<file path="src/rtl/lbr_pkg.sv">
package lbr_pkg;

	// widths
	localparam int IP_W   = 32;
	localparam int DATA_W = 32;
	localparam int IDX_W  = 4;
	localparam int PIN_N  = 4;

	// model-specific register indices
	localparam logic [IDX_W-1:0] IDX_DEBUG_CONTROL       = 4'h0;
	localparam logic [IDX_W-1:0] IDX_BRANCH_SOURCE_IP    = 4'h1;
	localparam logic [IDX_W-1:0] IDX_BRANCH_TARGET_IP    = 4'h2;
	localparam logic [IDX_W-1:0] IDX_EXC_PRIOR_SOURCE_IP = 4'h3;
	localparam logic [IDX_W-1:0] IDX_EXC_PRIOR_TARGET_IP = 4'h4;

	// debug control field positions
	localparam int BIT_RECORDING_ENABLE   = 0;
	localparam int BIT_BRANCH_SINGLE_STEP = 1;
	localparam int BIT_PIN_SELECT_LO      = 2;
	localparam int BIT_TRACE_ENABLE       = 6;

	// reset values and masks
	localparam logic [DATA_W-1:0] CTRL_RESET    = 32'h00000000;
	localparam logic [DATA_W-1:0] CTRL_WR_MASK  = 32'h0000007f;
	localparam logic [IP_W-1:0]   IP_RESET      = 32'h00000000;
	localparam logic [DATA_W-1:0] RDATA_RESET   = 32'h00000000;
	localparam logic [1:0]        PRIV_KERNEL   = 2'h0;

	// pin pulse timing: cycles low, then cycles high before the next pulse
	localparam int PIN_LOW_CYCLES     = 1;
	localparam int PIN_RECOVER_CYCLES = 1;

	typedef struct packed {
		logic [24:0] reserved;
		logic        trace_enable;
		logic [3:0]  pin_select;
		logic        branch_single_step;
		logic        recording_enable;
	} lbr_ctrl_type;

	typedef struct packed {
		logic            valid;
		logic [IP_W-1:0] src;
		logic [IP_W-1:0] dst;
	} lbr_xfer_type;

	typedef enum logic [1:0] {
		LBR_PIN_IDLE    = 2'b00,
		LBR_PIN_LOW     = 2'b01,
		LBR_PIN_RECOVER = 2'b10
	} lbr_pin_state_type;

endpackage

</file>
<file path="src/rtl/lbr_pin_pulse.sv">
`timescale 1ns/1ns
module lbr_pin_pulse (
	// clock and reset
	input  wire logic                   i_clock,
	input  wire logic                   i_rst_n,
	// per pin controls
	input  wire logic [lbr_pkg::PIN_N-1:0] i_pin_select,
	input  wire logic [lbr_pkg::PIN_N-1:0] i_bkpt_match,
	input  wire logic [lbr_pkg::PIN_N-1:0] i_perf_event,
	// pins, active low
	output logic      [lbr_pkg::PIN_N-1:0] o_bkpt_pin_n
);

	genvar g;
	generate
		for (g = 0; g < lbr_pkg::PIN_N; g++) begin : g_pin
			lbr_pkg::lbr_pin_state_type state_r;
			logic                        fire;

			// breakpoint match when selected, performance event otherwise
			assign fire = i_pin_select[g] ? i_bkpt_match[g] : i_perf_event[g];

			// low for one cycle, then high again: a pulse, not a level
			always_ff @(posedge i_clock or negedge i_rst_n) begin
				if (!i_rst_n) begin
					state_r <= lbr_pkg::LBR_PIN_IDLE;
				end else begin
					unique case (state_r)
						lbr_pkg::LBR_PIN_IDLE: begin
							if (fire) begin
								state_r <= lbr_pkg::LBR_PIN_LOW;
							end
						end
						lbr_pkg::LBR_PIN_LOW: begin
							state_r <= lbr_pkg::LBR_PIN_RECOVER;
						end
						lbr_pkg::LBR_PIN_RECOVER: begin
							state_r <= fire ? lbr_pkg::LBR_PIN_LOW : lbr_pkg::LBR_PIN_IDLE;
						end
						default: begin
							state_r <= lbr_pkg::LBR_PIN_IDLE;
						end
					endcase
				end
			end

			always_ff @(posedge i_clock or negedge i_rst_n) begin
				if (!i_rst_n) begin
					o_bkpt_pin_n[g] <= 1'b1;
				end else begin
					o_bkpt_pin_n[g] <= !(state_r == lbr_pkg::LBR_PIN_IDLE && fire)
						&& !(state_r == lbr_pkg::LBR_PIN_RECOVER && fire);
				end
			end
		end
	endgenerate

endmodule

</file>
<file path="src/rtl/lbr_capture.sv">
`timescale 1ns/1ns
module lbr_capture (
	// clock and reset
	input  wire logic                          i_clock,
	input  wire logic                          i_rst_n,
	// qualifiers
	input  wire logic                          i_record,
	input  wire logic                          i_debug_exception,
	// events, addresses already segment offsets
	input  wire lbr_pkg::lbr_xfer_type         i_branch,
	input  wire lbr_pkg::lbr_xfer_type         i_intr,
	// recorded pairs
	output lbr_pkg::lbr_xfer_type              o_last_branch,
	output lbr_pkg::lbr_xfer_type              o_exc_prior
);

	logic take;

	// debug exceptions are never recorded and freeze all four registers
	assign take = i_record && !i_debug_exception;

	// last-branch pair
	always_ff @(posedge i_clock or negedge i_rst_n) begin
		if (!i_rst_n) begin
			o_last_branch <= '{valid: 1'b0, src: lbr_pkg::IP_RESET, dst: lbr_pkg::IP_RESET};
		end else if (take && i_intr.valid) begin
			o_last_branch <= '{valid: 1'b1, src: i_intr.src, dst: i_intr.dst};
		end else if (take && i_branch.valid) begin
			o_last_branch <= '{valid: 1'b1, src: i_branch.src, dst: i_branch.dst};
		end
	end

	// prior pair: copy of last-branch before the interrupt overwrites it, or the branch taken in the same cycle
	always_ff @(posedge i_clock or negedge i_rst_n) begin
		if (!i_rst_n) begin
			o_exc_prior <= '{valid: 1'b0, src: lbr_pkg::IP_RESET, dst: lbr_pkg::IP_RESET};
		end else if (take && i_intr.valid) begin
			if (i_branch.valid) begin
				o_exc_prior <= '{valid: 1'b1, src: i_branch.src, dst: i_branch.dst};
			end else begin
				o_exc_prior <= o_last_branch;
			end
		end
	end

endmodule

</file>
<file path="src/rtl/lbr_top.sv">
`timescale 1ns/1ns
// Notes on behaviour
// - recording enable, control bit 0, captures last branch and last interrupt pairs
// - any debug exception clears recording enable before its handler starts
// - branch single-step bit 1 makes single-step flag trap on taken branches and interrupts only
// - pin-select bits 2 to 5 route breakpoint matches to the four pins
// - a reported match drives its active-low pin low, then high again
// - with pin-select clear the pin reports performance events, execution unaffected
// - trace enable bit 6 emits branch trace messages, stalling is accepted
// - while tracing, the four recorded address registers hold no meaningful value
// - control writes accepted only at privilege level 0 or real-address mode
// - the four recorded address registers are 32 bits wide
// - taken branch loads its own address as source, destination as target
// - interrupt or non-debug exception loads interrupted address and handler address
// - interrupt copies last-branch pair into prior pair before overwriting it
// - all recorded addresses are offsets within the current code segment
// - debug exceptions themselves are never recorded
// - a debug exception leaves all four recorded registers unchanged
// - the four recorded registers are readable with the register read instruction
module lbr_top (
	// clock and reset
	input  wire logic                          i_clock,
	input  wire logic                          i_rst_n,
	// model-specific register access
	input  wire logic                          i_model_reg_read,
	input  wire logic                          i_model_reg_write,
	input  wire logic [lbr_pkg::IDX_W-1:0]     i_reg_index,
	input  wire logic [lbr_pkg::DATA_W-1:0]    i_reg_wdata,
	input  wire logic [1:0]                    i_priv_level,
	input  wire logic                          i_real_mode,
	output logic      [lbr_pkg::DATA_W-1:0]    o_reg_rdata,
	output logic                               o_reg_done,
	output logic                               o_reg_fault,
	// control transfers from the core, linear addresses
	input  wire logic [lbr_pkg::IP_W-1:0]      i_code_seg_base,
	input  wire logic                          i_branch_taken,
	input  wire logic [lbr_pkg::IP_W-1:0]      i_branch_from,
	input  wire logic [lbr_pkg::IP_W-1:0]      i_branch_to,
	input  wire logic                          i_intr_taken,
	input  wire logic [lbr_pkg::IP_W-1:0]      i_intr_from,
	input  wire logic [lbr_pkg::IP_W-1:0]      i_intr_to,
	input  wire logic                          i_debug_exception,
	// single-step
	input  wire logic                          i_single_step_flag,
	input  wire logic                          i_instr_retired,
	output logic                               o_step_trap,
	// breakpoint and performance pins
	input  wire logic [lbr_pkg::PIN_N-1:0]     i_bkpt_match,
	input  wire logic [lbr_pkg::PIN_N-1:0]     i_perf_event,
	output logic      [lbr_pkg::PIN_N-1:0]     o_bkpt_pin_n,
	// branch trace messages
	input  wire logic                          i_trace_ready,
	output logic                               o_trace_valid,
	output logic      [lbr_pkg::IP_W-1:0]      o_trace_from,
	output logic      [lbr_pkg::IP_W-1:0]      o_trace_to,
	output logic                               o_core_stall,
	// debug exception handshake
	output logic                               o_debug_entry_ok
);

	logic                  rst_meta_r;
	logic                  rst_sync_r;
	lbr_pkg::lbr_ctrl_type ctrl_r;
	lbr_pkg::lbr_ctrl_type ctrl_nxt;
	lbr_pkg::lbr_xfer_type branch_off;
	lbr_pkg::lbr_xfer_type intr_off;
	lbr_pkg::lbr_xfer_type last_branch;
	lbr_pkg::lbr_xfer_type exc_prior;
	lbr_pkg::lbr_xfer_type trace_r;
	logic                  write_allowed;
	logic                  ctrl_wr;
	logic                  record;
	logic                  trace_load;
	logic [lbr_pkg::DATA_W-1:0] rdata_nxt;
	logic                       index_ok;

	// reset release through two flip-flops
	always_ff @(posedge i_clock or negedge i_rst_n) begin
		if (!i_rst_n) begin
			rst_meta_r <= 1'b0;
			rst_sync_r <= 1'b0;
		end else begin
			rst_meta_r <= 1'b1;
			rst_sync_r <= rst_meta_r;
		end
	end

	// addresses held as offsets into the current code segment
	assign branch_off = '{
		valid: i_branch_taken,
		src:   i_branch_from - i_code_seg_base,
		dst:   i_branch_to - i_code_seg_base
	};
	assign intr_off = '{
		valid: i_intr_taken,
		src:   i_intr_from - i_code_seg_base,
		dst:   i_intr_to - i_code_seg_base
	};

	// control register writes
	assign write_allowed = (i_priv_level == lbr_pkg::PRIV_KERNEL) || i_real_mode;
	assign ctrl_wr       = i_model_reg_write && write_allowed
		&& (i_reg_index == lbr_pkg::IDX_DEBUG_CONTROL);

	always_comb begin
		ctrl_nxt = ctrl_r;
		if (ctrl_wr) begin
			ctrl_nxt = lbr_pkg::lbr_ctrl_type'(i_reg_wdata & lbr_pkg::CTRL_WR_MASK);
		end
		if (i_debug_exception) begin
			ctrl_nxt.recording_enable = 1'b0;
		end
		ctrl_nxt.reserved = '0;
	end

	always_ff @(posedge i_clock or negedge rst_sync_r) begin
		if (!rst_sync_r) begin
			ctrl_r <= lbr_pkg::lbr_ctrl_type'(lbr_pkg::CTRL_RESET);
		end else begin
			ctrl_r <= ctrl_nxt;
		end
	end

	// handler may start once recording enable is seen clear
	always_ff @(posedge i_clock or negedge rst_sync_r) begin
		if (!rst_sync_r) begin
			o_debug_entry_ok <= 1'b0;
		end else begin
			o_debug_entry_ok <= i_debug_exception;
		end
	end

	// recording frozen while trace messages run
	assign record = ctrl_r.recording_enable && !ctrl_r.trace_enable;

	lbr_capture u_capture (
		.i_clock           (i_clock),
		.i_rst_n           (rst_sync_r),
		.i_record          (record),
		.i_debug_exception (i_debug_exception),
		.i_branch          (branch_off),
		.i_intr            (intr_off),
		.o_last_branch     (last_branch),
		.o_exc_prior       (exc_prior)
	);

	// single-step on instructions or on branches
	always_ff @(posedge i_clock or negedge rst_sync_r) begin
		if (!rst_sync_r) begin
			o_step_trap <= 1'b0;
		end else if (ctrl_r.branch_single_step) begin
			o_step_trap <= i_single_step_flag && (i_branch_taken || i_intr_taken);
		end else begin
			o_step_trap <= i_single_step_flag && i_instr_retired;
		end
	end

	lbr_pin_pulse u_pins (
		.i_clock      (i_clock),
		.i_rst_n      (rst_sync_r),
		.i_pin_select (ctrl_r.pin_select),
		.i_bkpt_match (i_bkpt_match),
		.i_perf_event (i_perf_event),
		.o_bkpt_pin_n (o_bkpt_pin_n)
	);

	// branch trace message holding register
	assign trace_load = ctrl_r.trace_enable && !i_debug_exception
		&& (i_branch_taken || i_intr_taken)
		&& (!trace_r.valid || i_trace_ready);

	always_ff @(posedge i_clock or negedge rst_sync_r) begin
		if (!rst_sync_r) begin
			trace_r <= '{valid: 1'b0, src: lbr_pkg::IP_RESET, dst: lbr_pkg::IP_RESET};
		end else if (trace_load) begin
			trace_r <= i_intr_taken ? intr_off : branch_off;
			trace_r.valid <= 1'b1;
		end else if (i_trace_ready) begin
			trace_r.valid <= 1'b0;
		end
	end

	assign o_trace_valid = trace_r.valid;
	assign o_trace_from  = trace_r.src;
	assign o_trace_to    = trace_r.dst;
	// stall the core while a message waits, the throughput loss is accepted
	assign o_core_stall  = trace_r.valid && !i_trace_ready;

	// register read mux
	always_comb begin
		rdata_nxt = lbr_pkg::RDATA_RESET;
		index_ok  = 1'b1;
		unique case (i_reg_index)
			lbr_pkg::IDX_DEBUG_CONTROL: begin
				rdata_nxt = ctrl_r & lbr_pkg::CTRL_WR_MASK;
			end
			lbr_pkg::IDX_BRANCH_SOURCE_IP: begin
				rdata_nxt = last_branch.src;
			end
			lbr_pkg::IDX_BRANCH_TARGET_IP: begin
				rdata_nxt = last_branch.dst;
			end
			lbr_pkg::IDX_EXC_PRIOR_SOURCE_IP: begin
				rdata_nxt = exc_prior.src;
			end
			lbr_pkg::IDX_EXC_PRIOR_TARGET_IP: begin
				rdata_nxt = exc_prior.dst;
			end
			default: begin
				index_ok = 1'b0;
			end
		endcase
	end

	// read data
	always_ff @(posedge i_clock or negedge rst_sync_r) begin
		if (!rst_sync_r) begin
			o_reg_rdata <= lbr_pkg::RDATA_RESET;
		end else if (i_model_reg_read && index_ok) begin
			o_reg_rdata <= rdata_nxt;
		end
	end

	// completion and fault, one cycle after the request
	always_ff @(posedge i_clock or negedge rst_sync_r) begin
		if (!rst_sync_r) begin
			o_reg_done  <= 1'b0;
			o_reg_fault <= 1'b0;
		end else begin
			o_reg_done  <= i_model_reg_read || i_model_reg_write;
			o_reg_fault <= (i_model_reg_read && !index_ok)
				|| (i_model_reg_write && !ctrl_wr);
		end
	end

endmodule

</file>
<file path="config.mk">
export PLATFORM = sky130hd
export DESIGN_NAME = lbr_top
export DESIGN_NICKNAME = d
export VERILOG_FILES = /design/src/rtl/lbr_pkg.sv /design/src/rtl/lbr_pin_pulse.sv /design/src/rtl/lbr_capture.sv /design/src/rtl/lbr_top.sv
export SDC_FILE = /design/constraint.sdc
export NUM_CORES = 1
export LEC_CHECK = 0
export BUFFER_PORTS_ARGS = -buffer_cell sky130_fd_sc_hd__buf_2
export CORE_MARGIN = 4
export CORE_UTILIZATION = 30
export CTS_CLUSTER_DIAMETER = 120
export CTS_CLUSTER_SIZE = 28
export DETAILED_ROUTE_END_ITERATION = 10
export HOLD_SLACK_MARGIN = 0.15
export PLACE_DENSITY_LB_ADDON = 0.3
export SLEW_MARGIN = 20
export SYNTH_ARGS = -nofsm -noshare
export SYNTH_HDL_FRONTEND = slang
export SYNTH_HIERARCHICAL = 1
export SYNTH_SLANG_ARGS = --single-unit
</file>
<file path="constraint.sdc">
create_clock -name i_clock -period 13.5 [get_ports i_clock]
set_input_delay 1.35 -clock i_clock [delete_from_list [all_inputs] [get_ports i_clock]]
set_output_delay 1.35 -clock i_clock [all_outputs]
set_load 0.01 [all_outputs]
</file>
==> Yosys cells after proc, flatten, opt, wreduce, memory -nomap -nowiden <==
Cells that the tools add are included.
{ "classes": {"n_addsub": 4, "eq_ne": 16, "muxes": 27, "n_reduce_logical": 56} }
{ "ops": {"columns": ["cell", "count"], "rows": [
  ["case mux 32 bit (5 select lines)", 1],
  ["two-way mux 65 bit", 2],
  ["two-way mux 64 bit", 2],
  ["subtractor 32 bit", 4],
  ["logical AND 1 bit", 27],
  ["case mux 2 bit (3 select lines)", 4],
  ["logical NOT 1 bit", 14],
  ["two-way mux 1 bit", 14],
  ["logical NOT 2 bit", 5],
  ["equality test 2 x 1 -> 1 bit (second input constant)", 4],
  ["equality test 2 bit (second input constant)", 4],
  ["equality test 4 x 2 -> 1 bit (second input constant)", 2],
  ["two-way mux 2 bit", 4],
  ["inequality test 2 x 1 -> 1 bit (second input constant)", 4],
  ["nonzero test 2 bit", 3],
  ["logical OR 1 bit", 5],
  ["OR reduction 5 bit", 1],
  ["equality test 4 x 1 -> 1 bit (second input constant)", 1],
  ["equality test 4 x 3 -> 1 bit (second input constant)", 1],
  ["logical NOT 4 bit", 1]
]} }
{ "word_totals": {"regBits": 250, "in_bits": 217, "out_inout_bits": 106, "elab_cells": 129} }

==> Logic depth before layout (Yosys ltp) <==
{ "depth": {"word_depth": 7, "ltp_mapped": 14, "ltp_nobuf": 14} }

==> Modules after synthesis <==
The synthesis kept the hierarchy.
{ "by_module_without_submodules": {"columns": ["module", "instances", "cells_per_inst", "area_per_inst_um2", "seq_area_each_um2"], "rows": [
  ["lbr_top", 1, 1477, 11878.9, 2752.6],
  ["lbr_capture", 1, 492, 6124.6, 3253.1],
  ["lbr_pin_pulse", 1, 20, 285.3, 205.2]
]} }

==> Worst setup path after synthesis <==
OpenSTA, ideal clock, no wires.
{ "synth_timing": {"kind": "input -> register", "start": "in i_code_seg_base[15] in the netlist's numbering", "end": "reg u_capture/o_last_branch[60] in the netlist's numbering", "setup_ns": 0.125, "arrival_time_ns": 4.141, "required_time_ns": 13.375, "path_slack_ns": 9.234, "cell_stages": 13, "n_path_buf": 1, "path_cell_list": "inv_1 ha_1 buf_6 a21oi_4 nor2_1 or4_1 a221o_1 a211oi_4 o21ai_2 and4_4 or3_4 mux2_2 mux2_2"} }
{ "synth_lines": {"columns": ["element", "line", "text"], "rows": [
  ["start, declared", "lbr_top.sv:35", "input wire logic [lbr_pkg::IP_W-1:0] i_code_seg_base,"],
  ["end signal, assigned", "lbr_capture.sv:25", "o_last_branch <= '{valid: 1'b0, src: lbr_pkg::IP_RESET, dst: lbr_pkg::IP_RESET};"],
  ["end signal, assigned", "lbr_capture.sv:27", "o_last_branch <= '{valid: 1'b1, src: i_intr.src, dst: i_intr.dst};"],
  ["end signal, assigned", "lbr_capture.sv:29", "o_last_branch <= '{valid: 1'b1, src: i_branch.src, dst: i_branch.dst};"],
  ["end, declared", "lbr_capture.sv:13", "output lbr_pkg::lbr_xfer_type o_last_branch,"]
]} }

==> metrics.csv <==
metric;value;unit
status;finished clean;
number of hold buffers added after CTS;0;
clock power share;21.9;%
crit path cell chain;buf_2 -> inv_1 -> ha_1 -> nor2b_1 -> o2111ai_1 -> a21boi_0 -> o2111ai_1 -> a2111oi_1 -> o311ai_0 -> o2bb2ai_1 -> or3b_1 -> mux2_2 -> mux2_2;
share of cells above drive strength 1;23.2;%
Worst Setup End Kind;register;
sequential power share;39.8;%
largest net degree at the start of global routing;76;
clock buffer count from CTS;14;
CP required;13.91;ns
Fmax;185;MHz
CP max stage delay;1.01;ns
Worst-Margin Slew;1.08;ns
post-placement cell count;2986;
clock root cell;clkbuf_16;
worst path buffer plus inverter count;2;
# IOs;323;
final hold vios;0;
Worst Setup SP;i_code_seg_base[1];
PD cells;118;nW/um^2
R2R depth;8;
Psw;941;uW
total track usage;20.5;%
ANT cells;0;
CP endpoint;u_capture/o_last_branch[31];
critical path arrival;5.83;ns
antenna viol nets, final;0;
nets;2565;
CTS resizes;0;
Ys Warns;6;
Die Y;254;um
Die Width;254;um
routed len/inst;23.0;um
CP max-delay cell;a2111oi_1;
final setup fails;0;
Synth-to-Final Area Change;15.1;%
Post-Synthesis Cells;1983;
vias;16400;
fin crit share;40.1;%
Max Root-Sink Buffers;3;
critical path depth;13;
initial drt markers;1475;
# Post-CTS Setup Buffers;0;
clock slew at reported path FFs;0.11;ns
MaxCap Viol Count;0;
worst min path class;register to async pin;
Routed WL;69.1;mm
Period minus WS final;5.41;ns
Syn Area/Cell;9.19;um^2
CTS sink cnt;246;
row count;90;
Setup Skew;0.0377;ns
R2R Path Start;ctrl_r[6];
synthesized net count;2328;
drt drc;0;
CTS tree;built;
RSZ-0062 raised after global routing;false;
reg2reg setup slack;10.41;ns
H-tree levels;1;
initial antenna violation count;3;
Net Sw Frac;38.1;%
Starting Density;30.2;%
type of origin of the critical path;input pin;
first-pass GRT wire length;102;mm
max_slew headroom;28.3;%
delay-heaviest family, CP;compound AO/OA/AOI/OAI gates;
vias per inst;5.43;
Port Buffers;297;
setup TNS;0;ns
internal power;1530;uW
number of global-route vias before repair;16000;
Cell Count, Final, Fillers Out;3010;
Die Footprint;64700;um^2
first-pass detailed-route iteration total;6;
pins over their slew limit;0;
combinational share of power;38.3;%
leakage;0.0103;uW
peak supply drop;71.5;uV
GRT overflow;0;
DP HPWL;52.8;mm
Clk Latency, worst-skew pair;0.52;ns
gpl congestion;0.925;
r2r endpoint;o_trace_to[31];
Syn Std Cell Area;18200;um^2
Core ar.;60200;um^2
critical path type;input pin to register;
Worst Path Max Fanout;5;
-- routing by layer --
metal / vias up / wire length, um / share of wire [%] / global-route usage, %
li1: 7717 / - / - / -
met3: 65 / 4240 / 6.1 / 3.10
met2: 547 / 32200 / 47 / 34.3
met5: - / 20 / 0.029 / 0
met4: 4 / 1290 / 1.9 / 4.22
met1: 8023 / 31400 / 45 / 28.3
-- per-stage QoR --
| stage | worst slack, ns | total power (uW) | hold slack, ns | cell area (um^2) | utilization [%] |
|---|---|---|---|---|---|
| after CTS | 8.01 | 2490 | 0.380 | 21000 | 34.8 |
| after global placement | 7.49 | 1930 | 0.340 | 20500 | 34.0 |
| after global routing | 7.59 | 2620 | 0.380 | 21000 | 34.8 |
| after detailed placement | 7.46 | 1940 | 0.352 | 20500 | 34.0 |
| final | 8.09 | 2470 | 0.362 | 21000 | 34.8 |
| after floorplan | 6.14 | 1560 | 0.331 | 18200 | - |
-- layout by cell type (no fill, tap or decap), types with 17 or more instances in the layout --
master    count
buf_2       295
dfrtp_1     241
nand2_1     225
a21oi_1     170
o21ai_0     156
mux2_2      132
ha_1        124
mux2i_1      98
nor2_1       88
a21o_1       87
xnor2_1      77
inv_1        70
xor2_1       36
a222oi_1     32
buf_4        23
nand3_1      20
o21a_1       20
a31oi_1      18
nand2b_1     18
nor3_1       18
nor2b_1      17
o211ai_1     17
-- worst min-delay path by stage --
stage,start,to,slack [ns]
6_report,rst_sync_r,o_reg_rdata[0],0.36
3_3_place_gp,rst_meta_r,rst_sync_r,0.34
4_1_cts,rst_meta_r,rst_sync_r,0.38
5_1_grt,rst_meta_r,rst_sync_r,0.38
3_5_place_dp,rst_meta_r,rst_sync_r,0.35
2_1_floorplan,rst_meta_r,rst_sync_r,0.33
-- power groups by stage --
stage | combinational (uW) | clock [uW] | sequential (uW)
global route | 1040 | 583 | 999
CTS | 946 | 562 | 983
detailed placement | 941 | 0 | 997
global placement | 933 | 0 | 993
floorplan | 538 | 0 | 1020
finish | 946 | 540 | 983
-- area by class of cell --
type	instances	area [um^2]
Fill cell	6259	39300
Multi-Input combinational cell	1568	11400
Sequential cell	246	6160
Timing Repair Buffer	319	1660
Tap cell	782	978
Clock buffer	17	393
Inverter	71	267
Clock inverter	7	120
-- registers in the layout, summed over array words and instances (netlist names) --
| register | count |
|---|---|
| o_trace_from | 32 |
| rst_sync_r | 1 |
| o_debug_entry_ok | 1 |
| o_step_trap | 1 |
| o_trace_valid | 1 |
| ctrl_r | 7 |
| o_reg_fault | 1 |
| u_pins/o_bkpt_pin_n | 4 |
| o_reg_done | 1 |
| u_capture/o_last_branch | 64 |
| u_pins/g_pin.state_r | 4 |
| o_reg_rdata | 32 |
| o_trace_to | 32 |
| rst_meta_r | 1 |
| u_capture/o_exc_prior | 64 |
-- worst reg2reg max path: cells and delay by family (launching register included) --
family,cells,cell delay [ns]
buffers and inverters,2,0.82
AOI/OAI and AO/OA,3,0.50
and+or+nand+nor,3,1.15
DFF,1,0.53
(Power assumes the default switching activity.)
